**config.mk**
```make
export PLATFORM = sky130hd
export DESIGN_NAME = serial_flash_pin_interface
export DESIGN_NICKNAME = d
export VERILOG_FILES = /design/src/serial_flash_pin_interface.v /design/src/pin_sync.v /design/src/lock_logic.v
export VERILOG_INCLUDE_DIRS = /design/src
export SDC_FILE = /design/constraint.sdc
export NUM_CORES = 1
export LEC_CHECK = 0
export ABC_AREA = 1
export ABC_CLOCK_PERIOD_IN_PS = 3200
export BUFFER_PORTS_ARGS = -buffer_cell sky130_fd_sc_hd__buf_2
export CORE_ASPECT_RATIO = 1.2
export CORE_UTILIZATION = 45
export DETAILED_ROUTE_END_ITERATION = 12
export GPL_ROUTABILITY_DRIVEN = 0
export HOLD_SLACK_MARGIN = 0.08
export REMOVE_ABC_BUFFERS = 1
export SLEW_MARGIN = 5
export SYNTH_ARGS = -nofsm -noshare
export SYNTH_HDL_FRONTEND = slang
export SYNTH_SLANG_ARGS = --single-unit
```
**constraint.sdc**
```tcl
create_clock -name core_clk -period 3.2 [get_ports core_clk]
set_input_delay 0.32 -clock core_clk [delete_from_list [all_inputs] [get_ports core_clk]]
set_output_delay 0.32 -clock core_clk [all_outputs]
set_load 0.03 [all_outputs]
```
**src/serial_flash_defines.vh**
```
// Shared constants for the serial flash pin interface
`ifndef SERIAL_FLASH_DEFINES_VH
`define SERIAL_FLASH_DEFINES_VH

// ============================================================
// Frame states
`define ST_IDLE          3'h0
`define ST_CMD           3'h1
`define ST_ADDR          3'h2
`define ST_DUMMY         3'h3
`define ST_DIN           3'h4
`define ST_DOUT          3'h5
`define ST_SKIP          3'h6

// ============================================================
// Data direction and read space
`define DIR_NONE         2'h0
`define DIR_IN           2'h1
`define DIR_OUT          2'h2
`define SPACE_ARRAY      2'h0
`define SPACE_ID         2'h1
`define SPACE_SECURITY   2'h2
`define SPACE_JEDEC      2'h3

// ============================================================
// Instruction codes
`define OP_READ          8'h03
`define OP_FAST_READ     8'h0B
`define OP_DUAL_OUT      8'h3B
`define OP_QUAD_OUT      8'h6B
`define OP_DUAL_IO       8'hBB
`define OP_QUAD_IO       8'hEB
`define OP_PROGRAM       8'h02
`define OP_QUAD_PROGRAM  8'h32
`define OP_READ_ID       8'h90
`define OP_JEDEC_ID      8'h9F
`define OP_SEC_READ      8'h48
`define OP_WR_STATUS1    8'h01
`define OP_WR_STATUS2    8'h31
`define OP_WR_STATUS3    8'h11
`define OP_ENTER_QCM     8'h38
`define OP_EXIT_QCM      8'hFF
`define OP_RESET_ENABLE  8'h66
`define OP_RESET_DEVICE  8'h99

// ============================================================
// Status bit positions
`define SR1_LOCK_LO_BIT  7
`define SR2_LOCK_HI_BIT  0
`define SR2_QUAD_BIT     1

// ============================================================
// Frame sizes and reset values
`define CMD_BITS         6'h08
`define ADDR_BITS        6'h18
`define ADDR_MODE_BITS   6'h20
`define FAST_DUMMY       4'h8
`define QUAD_IO_DUMMY    4'h4
`define CONT_MODE        2'h2
`define PIN_SYNC_RESET   6'h0C

`endif

```
**src/serial_flash_pin_interface.v**
```verilog
// Serial flash pin engine: frame decode, lane shifting, pause and reset pin
`timescale 1ns/1ps
`include "serial_flash_defines.vh"

// How it works
// - Select high: ignore clock and data pins, release lanes
// - Deselected and idle means standby power
// - No instruction before a select falling edge
// - Inputs sampled on serial clock rising edges
// - Outputs change only after falling edges
// - Dual and quad lanes are bidirectional
// - Protect pin plus lock bits block status writes
// - Same condition locks protected array region
// - Quad enable turns protect pin into lane2
// - Fourth pin pauses or resets unless quad
// - Pause stops serial traffic, not internal work
// - Pause starts with select low, clock low
// - Pause ends while clock low, or at once on deselect
// - Quad command mode: instruction in two clocks
// - Continuous read skips instruction, eight clocks
// - Identification and three security areas readable
// - Clock modes 0 and 3 both accepted
// - Quad instructions need quad enable set
// - Reset returns to normal command mode
module serial_flash_pin_interface
(
  input  wire        core_clk,
  input  wire        rst_b,
  input  wire        chip_select_n,
  input  wire        serial_clock,
  input  wire [3:0]  lane_in,
  output reg  [3:0]  lane_out,
  output wire [3:0]  lane_oe_n,
  input  wire [7:0]  status_reg_one,
  input  wire [7:0]  status_reg_two,
  input  wire        pause_or_reset_select,
  input  wire        internal_busy,
  output wire        standby,
  output wire        status_write_locked,
  output wire        array_write_locked,
  output reg         paused,
  output reg         hw_reset,
  output reg         quad_command_mode,
  output reg         execute_from_flash,
  output reg         cmd_valid,
  output reg  [7:0]  cmd_code,
  output reg         xfer_end,
  output reg         mem_rd,
  output reg         mem_wr,
  output reg         status_wr,
  output reg  [1:0]  mem_space,
  output reg  [23:0] mem_addr,
  output reg  [7:0]  mem_wdata,
  input  wire [7:0]  mem_rdata
);

  wire [5:0] pin_s;
  wire       cs_s    = pin_s[5];
  wire       sclk_s  = pin_s[4];
  wire [3:0] lane_s  = pin_s[3:0];
  wire       pause_s = pin_s[3];
  wire       pause_func_en;
  wire       reset_func_en;
  wire       quad_lane_enable = status_reg_two[`SR2_QUAD_BIT];

  reg [2:0]  state;
  reg        sclk_d;
  reg        cs_d;
  reg [31:0] shreg;
  reg [5:0]  cnt;
  reg        reset_armed;
  reg        byte_seen;
  reg        drv_en;
  reg [2:0]  cur_aw;
  reg [2:0]  cur_dw;
  reg        cur_mode;
  reg [3:0]  cur_dummy;
  reg [1:0]  cur_dir;
  reg        cur_sw;

  // ============================================================
  // Pin synchroniser and protect logic
  pin_sync u_sync
  (
    .core_clk     (core_clk),
    .rst_b        (rst_b),
    .pin_raw      ({chip_select_n, serial_clock, lane_in}),
    .pin_sync_out (pin_s)
  );

  lock_logic u_lock
  (
    .core_clk              (core_clk),
    .rst_b                 (rst_b),
    .status_reg_one        (status_reg_one),
    .status_reg_two        (status_reg_two),
    .pause_or_reset_select (pause_or_reset_select),
    .write_protect_n       (lane_s[2]),
    .cs_n_sync             (cs_s),
    .internal_busy         (internal_busy),
    .status_write_locked   (status_write_locked),
    .array_write_locked    (array_write_locked),
    .pause_func_en         (pause_func_en),
    .reset_func_en         (reset_func_en),
    .standby               (standby)
  );

  // ============================================================
  // Edge detection
  // Edges seen while paused are dropped, so the bit position survives
  wire sclk_rise = sclk_s & ~sclk_d & ~paused;
  wire sclk_fall = ~sclk_s & sclk_d & ~paused;
  wire cs_fall   = cs_d & ~cs_s;
  wire pause_req = pause_func_en & ~cs_s & ~pause_s;
  wire reset_req = reset_func_en & ~pause_s;

  // ============================================================
  // Lane width helpers
  function [31:0] shift_in;
    input [31:0] sh;
    input [2:0]  w;
    input [3:0]  l;
    begin
      case (w)
        3'h4:    shift_in = {sh[27:0], l};
        3'h2:    shift_in = {sh[29:0], l[1:0]};
        default: shift_in = {sh[30:0], l[0]};
      endcase
    end
  endfunction

  function [3:0] lane_bits;
    input [7:0] b;
    input [2:0] w;
    begin
      case (w)
        3'h4:    lane_bits = b[7:4];
        3'h2:    lane_bits = {2'h0, b[7:6]};
        default: lane_bits = {2'h0, b[7], 1'b0};
      endcase
    end
  endfunction

  function [3:0] lane_mask;
    input [2:0] w;
    begin
      case (w)
        3'h4:    lane_mask = 4'hF;
        3'h2:    lane_mask = 4'h3;
        default: lane_mask = 4'h2;
      endcase
    end
  endfunction

  // Single lane output uses lane1; wider modes turn lanes around
  assign lane_oe_n = ~({4{drv_en}} & lane_mask(cur_dw));

  // ============================================================
  // Instruction decode
  reg  [2:0]  in_w;
  wire [31:0] sh_next = shift_in(shreg, in_w, lane_s);
  wire [2:0]  cmd_w   = quad_command_mode ? 3'h4 : 3'h1;
  wire [2:0]  wide_w  = quad_command_mode ? 3'h4 : 3'h1;
  reg         d_ok;
  reg         d_addr;
  reg         d_mode;
  reg  [2:0]  d_aw;
  reg  [2:0]  d_dw;
  reg  [3:0]  d_dummy;
  reg  [1:0]  d_dir;
  reg  [1:0]  d_space;
  reg         d_sw;

  always @*
  begin
    case (state)
      `ST_CMD:  in_w = cmd_w;
      `ST_ADDR: in_w = cur_aw;
      default:  in_w = cur_dw;
    endcase
  end

  always @*
  begin
    d_ok    = 1'b1;
    d_addr  = 1'b1;
    d_mode  = 1'b0;
    d_aw    = wide_w;
    d_dw    = wide_w;
    d_dummy = 4'h0;
    d_dir   = `DIR_OUT;
    d_space = `SPACE_ARRAY;
    d_sw    = 1'b0;
    case (sh_next[7:0])
      `OP_READ:         d_ok = ~quad_command_mode;
      `OP_FAST_READ:    d_dummy = `FAST_DUMMY;
      `OP_DUAL_OUT:
      begin
        d_ok    = ~quad_command_mode;
        d_aw    = 3'h1;
        d_dw    = 3'h2;
        d_dummy = `FAST_DUMMY;
      end
      `OP_QUAD_OUT:
      begin
        d_ok    = quad_lane_enable & ~quad_command_mode;
        d_aw    = 3'h1;
        d_dw    = 3'h4;
        d_dummy = `FAST_DUMMY;
      end
      `OP_DUAL_IO:
      begin
        d_ok   = ~quad_command_mode;
        d_aw   = 3'h2;
        d_dw   = 3'h2;
        d_mode = 1'b1;
      end
      `OP_QUAD_IO:
      begin
        d_ok    = quad_lane_enable;
        d_aw    = 3'h4;
        d_dw    = 3'h4;
        d_mode  = 1'b1;
        d_dummy = `QUAD_IO_DUMMY;
      end
      `OP_PROGRAM:      d_dir = `DIR_IN;
      `OP_QUAD_PROGRAM:
      begin
        d_ok  = quad_lane_enable & ~quad_command_mode;
        d_aw  = 3'h1;
        d_dw  = 3'h4;
        d_dir = `DIR_IN;
      end
      `OP_READ_ID:      d_space = `SPACE_ID;
      `OP_JEDEC_ID:
      begin
        d_addr  = 1'b0;
        d_space = `SPACE_JEDEC;
      end
      `OP_SEC_READ:
      begin
        d_dummy = `FAST_DUMMY;
        d_space = `SPACE_SECURITY;
      end
      `OP_WR_STATUS1, `OP_WR_STATUS2, `OP_WR_STATUS3:
      begin
        d_addr = 1'b0;
        d_dir  = `DIR_IN;
        d_sw   = 1'b1;
      end
      default:
      begin
        d_addr = 1'b0;
        d_dir  = `DIR_NONE;
      end
    endcase
  end

  // ============================================================
  // Pause tracking and reset pin
  always @(posedge core_clk or negedge rst_b)
  begin
    if (!rst_b)
    begin
      sclk_d   <= 1'b0;
      cs_d     <= 1'b0;
      paused   <= 1'b0;
      hw_reset <= 1'b0;
    end
    else
    begin
      sclk_d   <= sclk_s;
      cs_d     <= cs_s;
      hw_reset <= reset_req;
      // The start of a pause and its release by the pin wait for a low clock; deselect ends it at once
      if (cs_s)
        paused <= 1'b0;
      else if (!sclk_s)
        paused <= pause_req;
    end
  end

  // ============================================================
  // Frame engine
  always @(posedge core_clk or negedge rst_b)
  begin
    if (!rst_b)
    begin
      state              <= `ST_IDLE;
      shreg              <= 32'h00000000;
      cnt                <= 6'h00;
      reset_armed        <= 1'b0;
      byte_seen          <= 1'b0;
      drv_en             <= 1'b0;
      lane_out           <= 4'h0;
      cur_aw             <= 3'h1;
      cur_dw             <= 3'h1;
      cur_mode           <= 1'b0;
      cur_dummy          <= 4'h0;
      cur_dir            <= `DIR_NONE;
      cur_sw             <= 1'b0;
      quad_command_mode  <= 1'b0;
      execute_from_flash <= 1'b0;
      cmd_valid          <= 1'b0;
      cmd_code           <= 8'h00;
      xfer_end           <= 1'b0;
      mem_rd             <= 1'b0;
      mem_wr             <= 1'b0;
      status_wr          <= 1'b0;
      mem_space          <= `SPACE_ARRAY;
      mem_addr           <= 24'h000000;
      mem_wdata          <= 8'h00;
    end
    else
    begin
      cmd_valid <= 1'b0;
      xfer_end  <= 1'b0;
      mem_rd    <= 1'b0;
      mem_wr    <= 1'b0;
      status_wr <= 1'b0;
      if (hw_reset)
      begin
        state              <= `ST_IDLE;
        drv_en             <= 1'b0;
        quad_command_mode  <= 1'b0;
        execute_from_flash <= 1'b0;
        reset_armed        <= 1'b0;
      end
      else if (cs_s)
      begin
        state  <= `ST_IDLE;
        drv_en <= 1'b0;
        if (state != `ST_IDLE)
          xfer_end <= 1'b1;
      end
      else if (cs_fall)
      begin
        // Any clock level at this edge is fine: only later edges count
        cnt       <= 6'h00;
        shreg     <= 32'h00000000;
        byte_seen <= 1'b0;
        state     <= execute_from_flash ? `ST_ADDR : `ST_CMD;
      end
      else
      begin
        case (state)
          `ST_CMD:
          begin
            if (sclk_rise)
            begin
              shreg <= sh_next;
              cnt   <= cnt + {3'h0, cmd_w};
              if (cnt + {3'h0, cmd_w} == `CMD_BITS)
              begin
                cmd_valid <= 1'b1;
                cmd_code  <= sh_next[7:0];
                cnt       <= 6'h00;
                reset_armed <= (sh_next[7:0] == `OP_RESET_ENABLE);
                if (sh_next[7:0] == `OP_ENTER_QCM && quad_lane_enable)
                  quad_command_mode <= 1'b1;
                if (sh_next[7:0] == `OP_EXIT_QCM)
                  quad_command_mode <= 1'b0;
                if (sh_next[7:0] == `OP_RESET_DEVICE && reset_armed)
                begin
                  quad_command_mode  <= 1'b0;
                  execute_from_flash <= 1'b0;
                end
                cur_aw    <= d_aw;
                cur_dw    <= d_dw;
                cur_mode  <= d_mode;
                cur_dummy <= d_dummy;
                cur_dir   <= d_dir;
                cur_sw    <= d_sw;
                mem_space <= d_space;
                mem_addr  <= 24'h000000;
                if (!d_ok || d_dir == `DIR_NONE)
                  state <= `ST_SKIP;
                else if (d_addr)
                  state <= `ST_ADDR;
                else if (d_dir == `DIR_OUT)
                begin
                  state  <= `ST_DOUT;
                  mem_rd <= 1'b1;
                end
                else
                  state <= `ST_DIN;
              end
            end
          end
          `ST_ADDR:
          begin
            if (sclk_rise)
            begin
              shreg <= sh_next;
              cnt   <= cnt + {3'h0, cur_aw};
              if (cnt + {3'h0, cur_aw} == (cur_mode ? `ADDR_MODE_BITS : `ADDR_BITS))
              begin
                cnt      <= 6'h00;
                mem_addr <= cur_mode ? sh_next[31:8] : sh_next[23:0];
                if (cur_mode)
                  execute_from_flash <= (sh_next[5:4] == `CONT_MODE);
                if (cur_dummy != 4'h0)
                  state <= `ST_DUMMY;
                else if (cur_dir == `DIR_OUT)
                begin
                  state  <= `ST_DOUT;
                  mem_rd <= 1'b1;
                end
                else
                  state <= `ST_DIN;
              end
            end
          end
          `ST_DUMMY:
          begin
            if (sclk_rise)
            begin
              cnt <= cnt + 6'h01;
              if (cnt + 6'h01 == {2'h0, cur_dummy})
              begin
                cnt    <= 6'h00;
                state  <= `ST_DOUT;
                mem_rd <= 1'b1;
              end
            end
          end
          `ST_DIN:
          begin
            if (sclk_rise)
            begin
              shreg <= sh_next;
              cnt   <= cnt + {3'h0, cur_dw};
              if (cnt == 6'h00 && byte_seen)
                mem_addr <= mem_addr + 24'h000001;
              if (cnt + {3'h0, cur_dw} == `CMD_BITS)
              begin
                cnt       <= 6'h00;
                byte_seen <= 1'b1;
                mem_wdata <= sh_next[7:0];
                if (cur_sw)
                  status_wr <= ~status_write_locked;
                else
                  mem_wr <= 1'b1;
              end
            end
          end
          `ST_DOUT:
          begin
            // Next byte is fetched while this one shifts out
            if (sclk_fall)
            begin
              drv_en <= 1'b1;
              if (cnt == 6'h00)
              begin
                lane_out    <= lane_bits(mem_rdata, cur_dw);
                shreg[7:0]  <= mem_rdata << cur_dw;
                cnt         <= `CMD_BITS - {3'h0, cur_dw};
                mem_rd      <= 1'b1;
                mem_addr    <= mem_addr + 24'h000001;
              end
              else
              begin
                lane_out   <= lane_bits(shreg[7:0], cur_dw);
                shreg[7:0] <= shreg[7:0] << cur_dw;
                cnt        <= cnt - {3'h0, cur_dw};
              end
            end
          end
          `ST_SKIP:
          begin
            drv_en <= 1'b0;
          end
          default:
          begin
            drv_en <= 1'b0;
          end
        endcase
      end
    end
  end

endmodule // serial_flash_pin_interface

```
**src/pin_sync.v**
```verilog
// Two-flop synchroniser for the flash pins
`timescale 1ns/1ps
`include "serial_flash_defines.vh"

module pin_sync
(
  input  wire       core_clk,
  input  wire       rst_b,
  input  wire [5:0] pin_raw,
  output reg  [5:0] pin_sync_out
);

  reg [5:0] stage_one;

  // ============================================================
  // Synchroniser
  // First stage feeds only the second; chip select resets low so a host
  // that holds it low through power-up never fakes a falling edge.
  always @(posedge core_clk or negedge rst_b)
  begin
    if (!rst_b)
    begin
      stage_one    <= `PIN_SYNC_RESET;
      pin_sync_out <= `PIN_SYNC_RESET;
    end
    else
    begin
      stage_one    <= pin_raw;
      pin_sync_out <= stage_one;
    end
  end

endmodule // pin_sync

```
**src/lock_logic.v**
```verilog
// Write protect, pause/reset pin role and power state
`timescale 1ns/1ps
`include "serial_flash_defines.vh"

module lock_logic
(
  input  wire       core_clk,
  input  wire       rst_b,
  input  wire [7:0] status_reg_one,
  input  wire [7:0] status_reg_two,
  input  wire       pause_or_reset_select,
  input  wire       write_protect_n,
  input  wire       cs_n_sync,
  input  wire       internal_busy,
  output reg        status_write_locked,
  output reg        array_write_locked,
  output reg        pause_func_en,
  output reg        reset_func_en,
  output reg        standby
);

  wire quad_lane_enable = status_reg_two[`SR2_QUAD_BIT];
  wire status_lock_hi   = status_reg_two[`SR2_LOCK_HI_BIT];
  wire status_lock_lo   = status_reg_one[`SR1_LOCK_LO_BIT];
  // Quad lanes turn the protect pin into a data lane
  wire hw_lock = ~quad_lane_enable & ~write_protect_n & ~status_lock_hi & status_lock_lo;

  // ============================================================
  // Registered status
  always @(posedge core_clk or negedge rst_b)
  begin
    if (!rst_b)
    begin
      status_write_locked <= 1'b0;
      array_write_locked  <= 1'b0;
      pause_func_en       <= 1'b0;
      reset_func_en       <= 1'b0;
      standby             <= 1'b0;
    end
    else
    begin
      status_write_locked <= hw_lock;
      array_write_locked  <= hw_lock;
      pause_func_en       <= ~quad_lane_enable & ~pause_or_reset_select;
      reset_func_en       <= ~quad_lane_enable & pause_or_reset_select;
      standby             <= cs_n_sync & ~internal_busy;
    end
  end

endmodule // lock_logic

```
==> results.md <==
Finish:
- The area added between synthesis and finish is 20.1%.
- The count of nets after finishing is 1291.
- The share of layout cells above drive strength 1 is 18.8%.
- For this run, the number of standard cells in the final layout without fillers is 1469.
- The finished cells cover 9910 µm².
- The repair_antennas step left the layout with diodes totalling 0.
- The final-layout fill cell count is 1753.

GRT:
- The maximum number of pins on one net before global-route repair is 67.
- The first global-routing pass estimated 40400 µm of wire.
- Global routing used 27.5% of the available tracks.
- Global routing finished with a remaining overflow of 0.
- The number of antenna violations at the first check in global routing was 0.
- The via count of the first global-routing pass is 7880.

Power and ir drop:
- In this run the power spent charging and discharging nets is 3.40 mW.
- The share of total power dissipated in sequential elements is 29.5%.
- The clock network is responsible for 25.3% of the overall power.
- The total power per unit cell area is 768 nW/µm².
- In this run, the combinational gates consume 45.2% of the power.
- The internal power is 4.22 mW.
- The maximum vdd drop is 0.430 mV.
- Of the total power, the share spent switching nets is 44.6%.
- The analysis attributes to cell leakage a power of 4.65 nW.
- Total power for the finished layout comes to 7.62 mW.

Flow run:
- The number of max-cap violations is 0.

Yosys:
- The prevailing post-synth register cell is sky130_fd_sc_hd__dfrtp_1.
- Counting instances in the post-synthesis netlist gives the leading cell types as sky130_fd_sc_hd__nand2_1, sky130_fd_sc_hd__dfrtp_1, sky130_fd_sc_hd__inv_1.
- The number of distinct library cells after synthesis is 56.
- After synthesis, the cell types taking the most area are sky130_fd_sc_hd__dfrtp_1, sky130_fd_sc_hd__nand2_1, sky130_fd_sc_hd__inv_1.
- The area share of fa/ha/maj cells after synthesis is 3.46%.
- The cell taking the most area after synthesis is sky130_fd_sc_hd__dfrtp_1.
- Synthesis inferred 128 register bits.
- The number of warning messages in the yosys log is 0.
- After synthesis, the share of flip-flops with an asynchronous set or reset is 100%.
- The post-synthesis area per instance is 7.40 µm².
- Counting every instance in the synthesized netlist gives 1115.
- The share of the synthesized area in compound gates (AO/OA/AOI/OAI) is 18.5%.
- The post-synthesis cell area is 8250 µm².
- The sequential cell area fraction in the yosys report is 38.9%.
- The area share of the leading cell type in the synthesized netlist is 37.0%.
- By area, the combinational part of the netlist is dominated by simple AND/OR/NAND/NOR gates.
- Summing the areas of all and, or, nand and nor instances in the mapped netlist gives 28.4% of the synthesized area.
- The dominant cell by count in the synthesized netlist is sky130_fd_sc_hd__nand2_1.
- The number of enable flip-flop cells after synthesis is 0.
- The share of the synthesized netlist area taken by xor and xnor gates is 2.23%.
- After synthesis, the share of cell area in mux cells is 0.121%.

Clocking:
- CTS built an H-tree with a depth of 4.
- The clock input transition at the sequential cells of the worst setup and hold paths is 0.06 ns.
- The number of buffers added by the clock tree synthesis step is 17.
- The root buffer cell is sky130_fd_sc_hd__clkbuf_16.
- In this run the deepest clock path goes through 2 buffers.
- The number of clock sinks is 128.
- The latest clock arrival within the worst-skew pair is 0.43 ns.
- In this run the post-CTS setup repair buffer count came out at 0.
- The TritonCTS clock tree is done.

Drt:
- The via count of the routed design is 8228.
- The first TritonRoute pass finished after 9 iterations.
- The number of nets with antenna violations after routing is 0.
- In this run, the number of DRC markers left after iteration 0 of detailed routing was 516.
- Dividing the detail-routed via count by the number of cells gives 5.60.
- The number of remaining DRC errors is 7.
- The wire length reported by the detailed router is 25300 µm.
- The mean routed wirelength per cell is 17.2 µm.

STA:
- Setup violations remaining at the end of the flow were counted as 0.
- The worst max-slew margin expressed relative to the limit is 50.6%.
- The final worst-path cycle share is 95.4%.
- After layout, the minimum clock period comes to 3.05 ns.
- For the final database, setup skew stands at 0.00913 ns.
- The hold violation count in the final report is 0.
- The max-slew violation total from the final report is 0.
- The actual slew at the worst max-slew pin is 0.741 ns.
- The fmax is 0.328 GHz.
- Setup repair after global routing could not meet its margin everywhere.

Outcome:
- The run finished, with violations left.
- The final reports fail on design-rule violations.

Hold path:
- The worst hold path belongs to the class in -> reg.

Floorplan:
- Row generation in the floorplan step produced 53 rows.
- The area of the placeable core is 17700 µm².
- The die is 150 µm tall.
- The die covers 18900 µm².
- For this design the top-level I/O count stands at 96.
- The die outline width is 126 µm.
- For this configuration, the core starts out at a cell density of 46.6%.

Placement:
- The cell count after placement is 1427.
- The number of buffers inserted by port buffering is 82.
- Detailed placement finished with a half-perimeter wire length of 19200 µm.
- The placed instances occupy a cell area of 9190 µm².

Worst setup path:
- For the worst setup path, the data arrival time is 3.37 ns.
- The kind of critical path is reg -> reg.
- The element type at the critical path start is a flip-flop.
- The sort of element at the end of the critical path is a flip-flop.
- The required time at the worst-slack endpoint is 3.51 ns.
- The maximum fanout count along the critical path is 3.
power groups by stage:
stage                     Sequential, mW  Clock (mW)  Combinational (mW)
after floorplan                     2.54           0                1.96
after global placement              2.26           0                3.34
after detailed placement            2.27           0                3.36
after CTS                           2.24        1.95                3.38
after global routing                2.30        2.01                3.81
final                               2.25        1.92                3.45
metal layers:
layer	GRT usage, %	vias to the layer above	wire length (µm)
met2	48.6	237	12800
met3	4.19	67	1040
li1	-	4044	-
met4	12.6	0	960
met1	33.2	3880	10500
met5	0	-	0
area by class of cell:
| cell class | count | area [µm²] | share of cell area [%] |
|---|---|---|---|
| inverters | 133 | 499 | 5.04 |
| repair buffers | 145 | 956 | 9.64 |
| well taps | 220 | 275 | 2.78 |
| clock buffers | 23 | 458 | 4.62 |
| flip-flops and latches | 128 | 3210 | 32.4 |
| clock inverters | 9 | 110 | 1.11 |
| multi-input cells | 811 | 4400 | 44.4 |
state kept, by name, summed over array words and instances (netlist names), 3 cells and up:
| register | flops |
|---|---|
| cmd_code | 8 |
| cur_dw | 3 |
| mem_wdata | 8 |
| state | 3 |
| lane_out | 4 |
| u_sync.stage_one | 6 |
| shreg | 31 |
| mem_addr | 24 |
| cnt | 6 |
| u_sync.pin_sync_out | 6 |
| cur_aw | 3 |
final timing paths:
path	slack (ns)	end	from	depth (start not counted)
worst max-delay path	0.15	mem_addr[20]	cur_aw[0]	14
worst min-delay path	0.12	u_lock.status_write_locked	status_reg_one[7]	3
worst max register to register	0.15	mem_addr[20]	cur_aw[0]	14
worst min register to register	0.35	u_sync.pin_sync_out[0]	u_sync.stage_one[0]	0
max in group asynchronous	1.95	u_sync.stage_one[2]	rst_b	3
min in group asynchronous	0.43	mem_addr[22]	rst_b	2
layout by cell type, fill, tap and decap left out, types with 4 or more instances in the layout:
master / Yosys / layout
sky130_fd_sc_hd__a21oi_1: 51 / 51
sky130_fd_sc_hd__a31oi_1: 23 / 23
sky130_fd_sc_hd__buf_2: 3 / 81
sky130_fd_sc_hd__buf_4: 3 / 49
sky130_fd_sc_hd__clkbuf_1: 33 / 5
sky130_fd_sc_hd__clkbuf_16: 0 / 17
sky130_fd_sc_hd__clkinv_1: 5 / 5
sky130_fd_sc_hd__dfrtp_1: 122 / 120
sky130_fd_sc_hd__dfstp_2: 6 / 6
sky130_fd_sc_hd__dlygate4sd3_1: 0 / 10
sky130_fd_sc_hd__ha_1: 18 / 18
sky130_fd_sc_hd__inv_1: 122 / 122
sky130_fd_sc_hd__inv_2: 6 / 6
sky130_fd_sc_hd__nand2_1: 221 / 219
sky130_fd_sc_hd__nand2_2: 9 / 10
sky130_fd_sc_hd__nand3_1: 84 / 84
sky130_fd_sc_hd__nand3_2: 9 / 9
sky130_fd_sc_hd__nand4_1: 15 / 15
sky130_fd_sc_hd__nor2_1: 112 / 109
sky130_fd_sc_hd__nor2_2: 14 / 14
sky130_fd_sc_hd__nor2_4: 2 / 5
sky130_fd_sc_hd__nor3_1: 15 / 14
sky130_fd_sc_hd__nor4_1: 6 / 4
sky130_fd_sc_hd__o211ai_1: 14 / 14
sky130_fd_sc_hd__o21ai_0: 87 / 87
sky130_fd_sc_hd__o221ai_1: 4 / 4
sky130_fd_sc_hd__o22ai_1: 54 / 54
sky130_fd_sc_hd__o31ai_1: 4 / 4
sky130_fd_sc_hd__or2_2: 9 / 9
sky130_fd_sc_hd__xor2_1: 19 / 19
timing repair:
item / 4_1_cts / 5_1_grt
hold buffers: 10 / 0
endpoints found under the hold margin: 71 / 0
gates resized for setup: 0 / 15
setup endpoints to repair: 0 / 8
logic make-up after synthesis:
| kind of cell | count (synthesis) |
|---|---|
| muxes | 1 |
| DFF | 128 |
| xor gates and xnor gates | 21 |
| adders and majority gates | 21 |
| and+or+nand+nor | 509 |
| AOI/OAI and AO/OA | 259 |
| buffers and inverters | 176 |
stage by stage:
step                      setup TNS, ns  hold slack, ns  utilization, %  worst slack, ns
after global placement                0           0.337            51.9            0.109
after detailed placement              0           0.337            51.9            0.105
final                                 0           0.119            56.0            0.148
after floorplan                   -6.34          0.0244               -           -0.274
after global routing            -0.0206           0.124            56.0          -0.0147
after CTS                             0          0.0995            55.7           0.0697
worst max-delay path, cell delays in order (launching register included):
cell	delay (ns)
sky130_fd_sc_hd__dfstp_2	0.59
sky130_fd_sc_hd__ha_1	0.18
sky130_fd_sc_hd__inv_1	0.05
sky130_fd_sc_hd__fa_1	0.39
sky130_fd_sc_hd__o22ai_1	0.17
sky130_fd_sc_hd__xor2_1	0.27
sky130_fd_sc_hd__a31o_2	0.20
sky130_fd_sc_hd__nand3_1	0.13
sky130_fd_sc_hd__nand2_1	0.12
sky130_fd_sc_hd__inv_1	0.09
sky130_fd_sc_hd__nor4_2	0.26
sky130_fd_sc_hd__buf_4	0.21
sky130_fd_sc_hd__a21oi_1	0.06
sky130_fd_sc_hd__a31oi_1	0.15
sky130_fd_sc_hd__nor2_1	0.05
(Power assumes the default switching activity.)
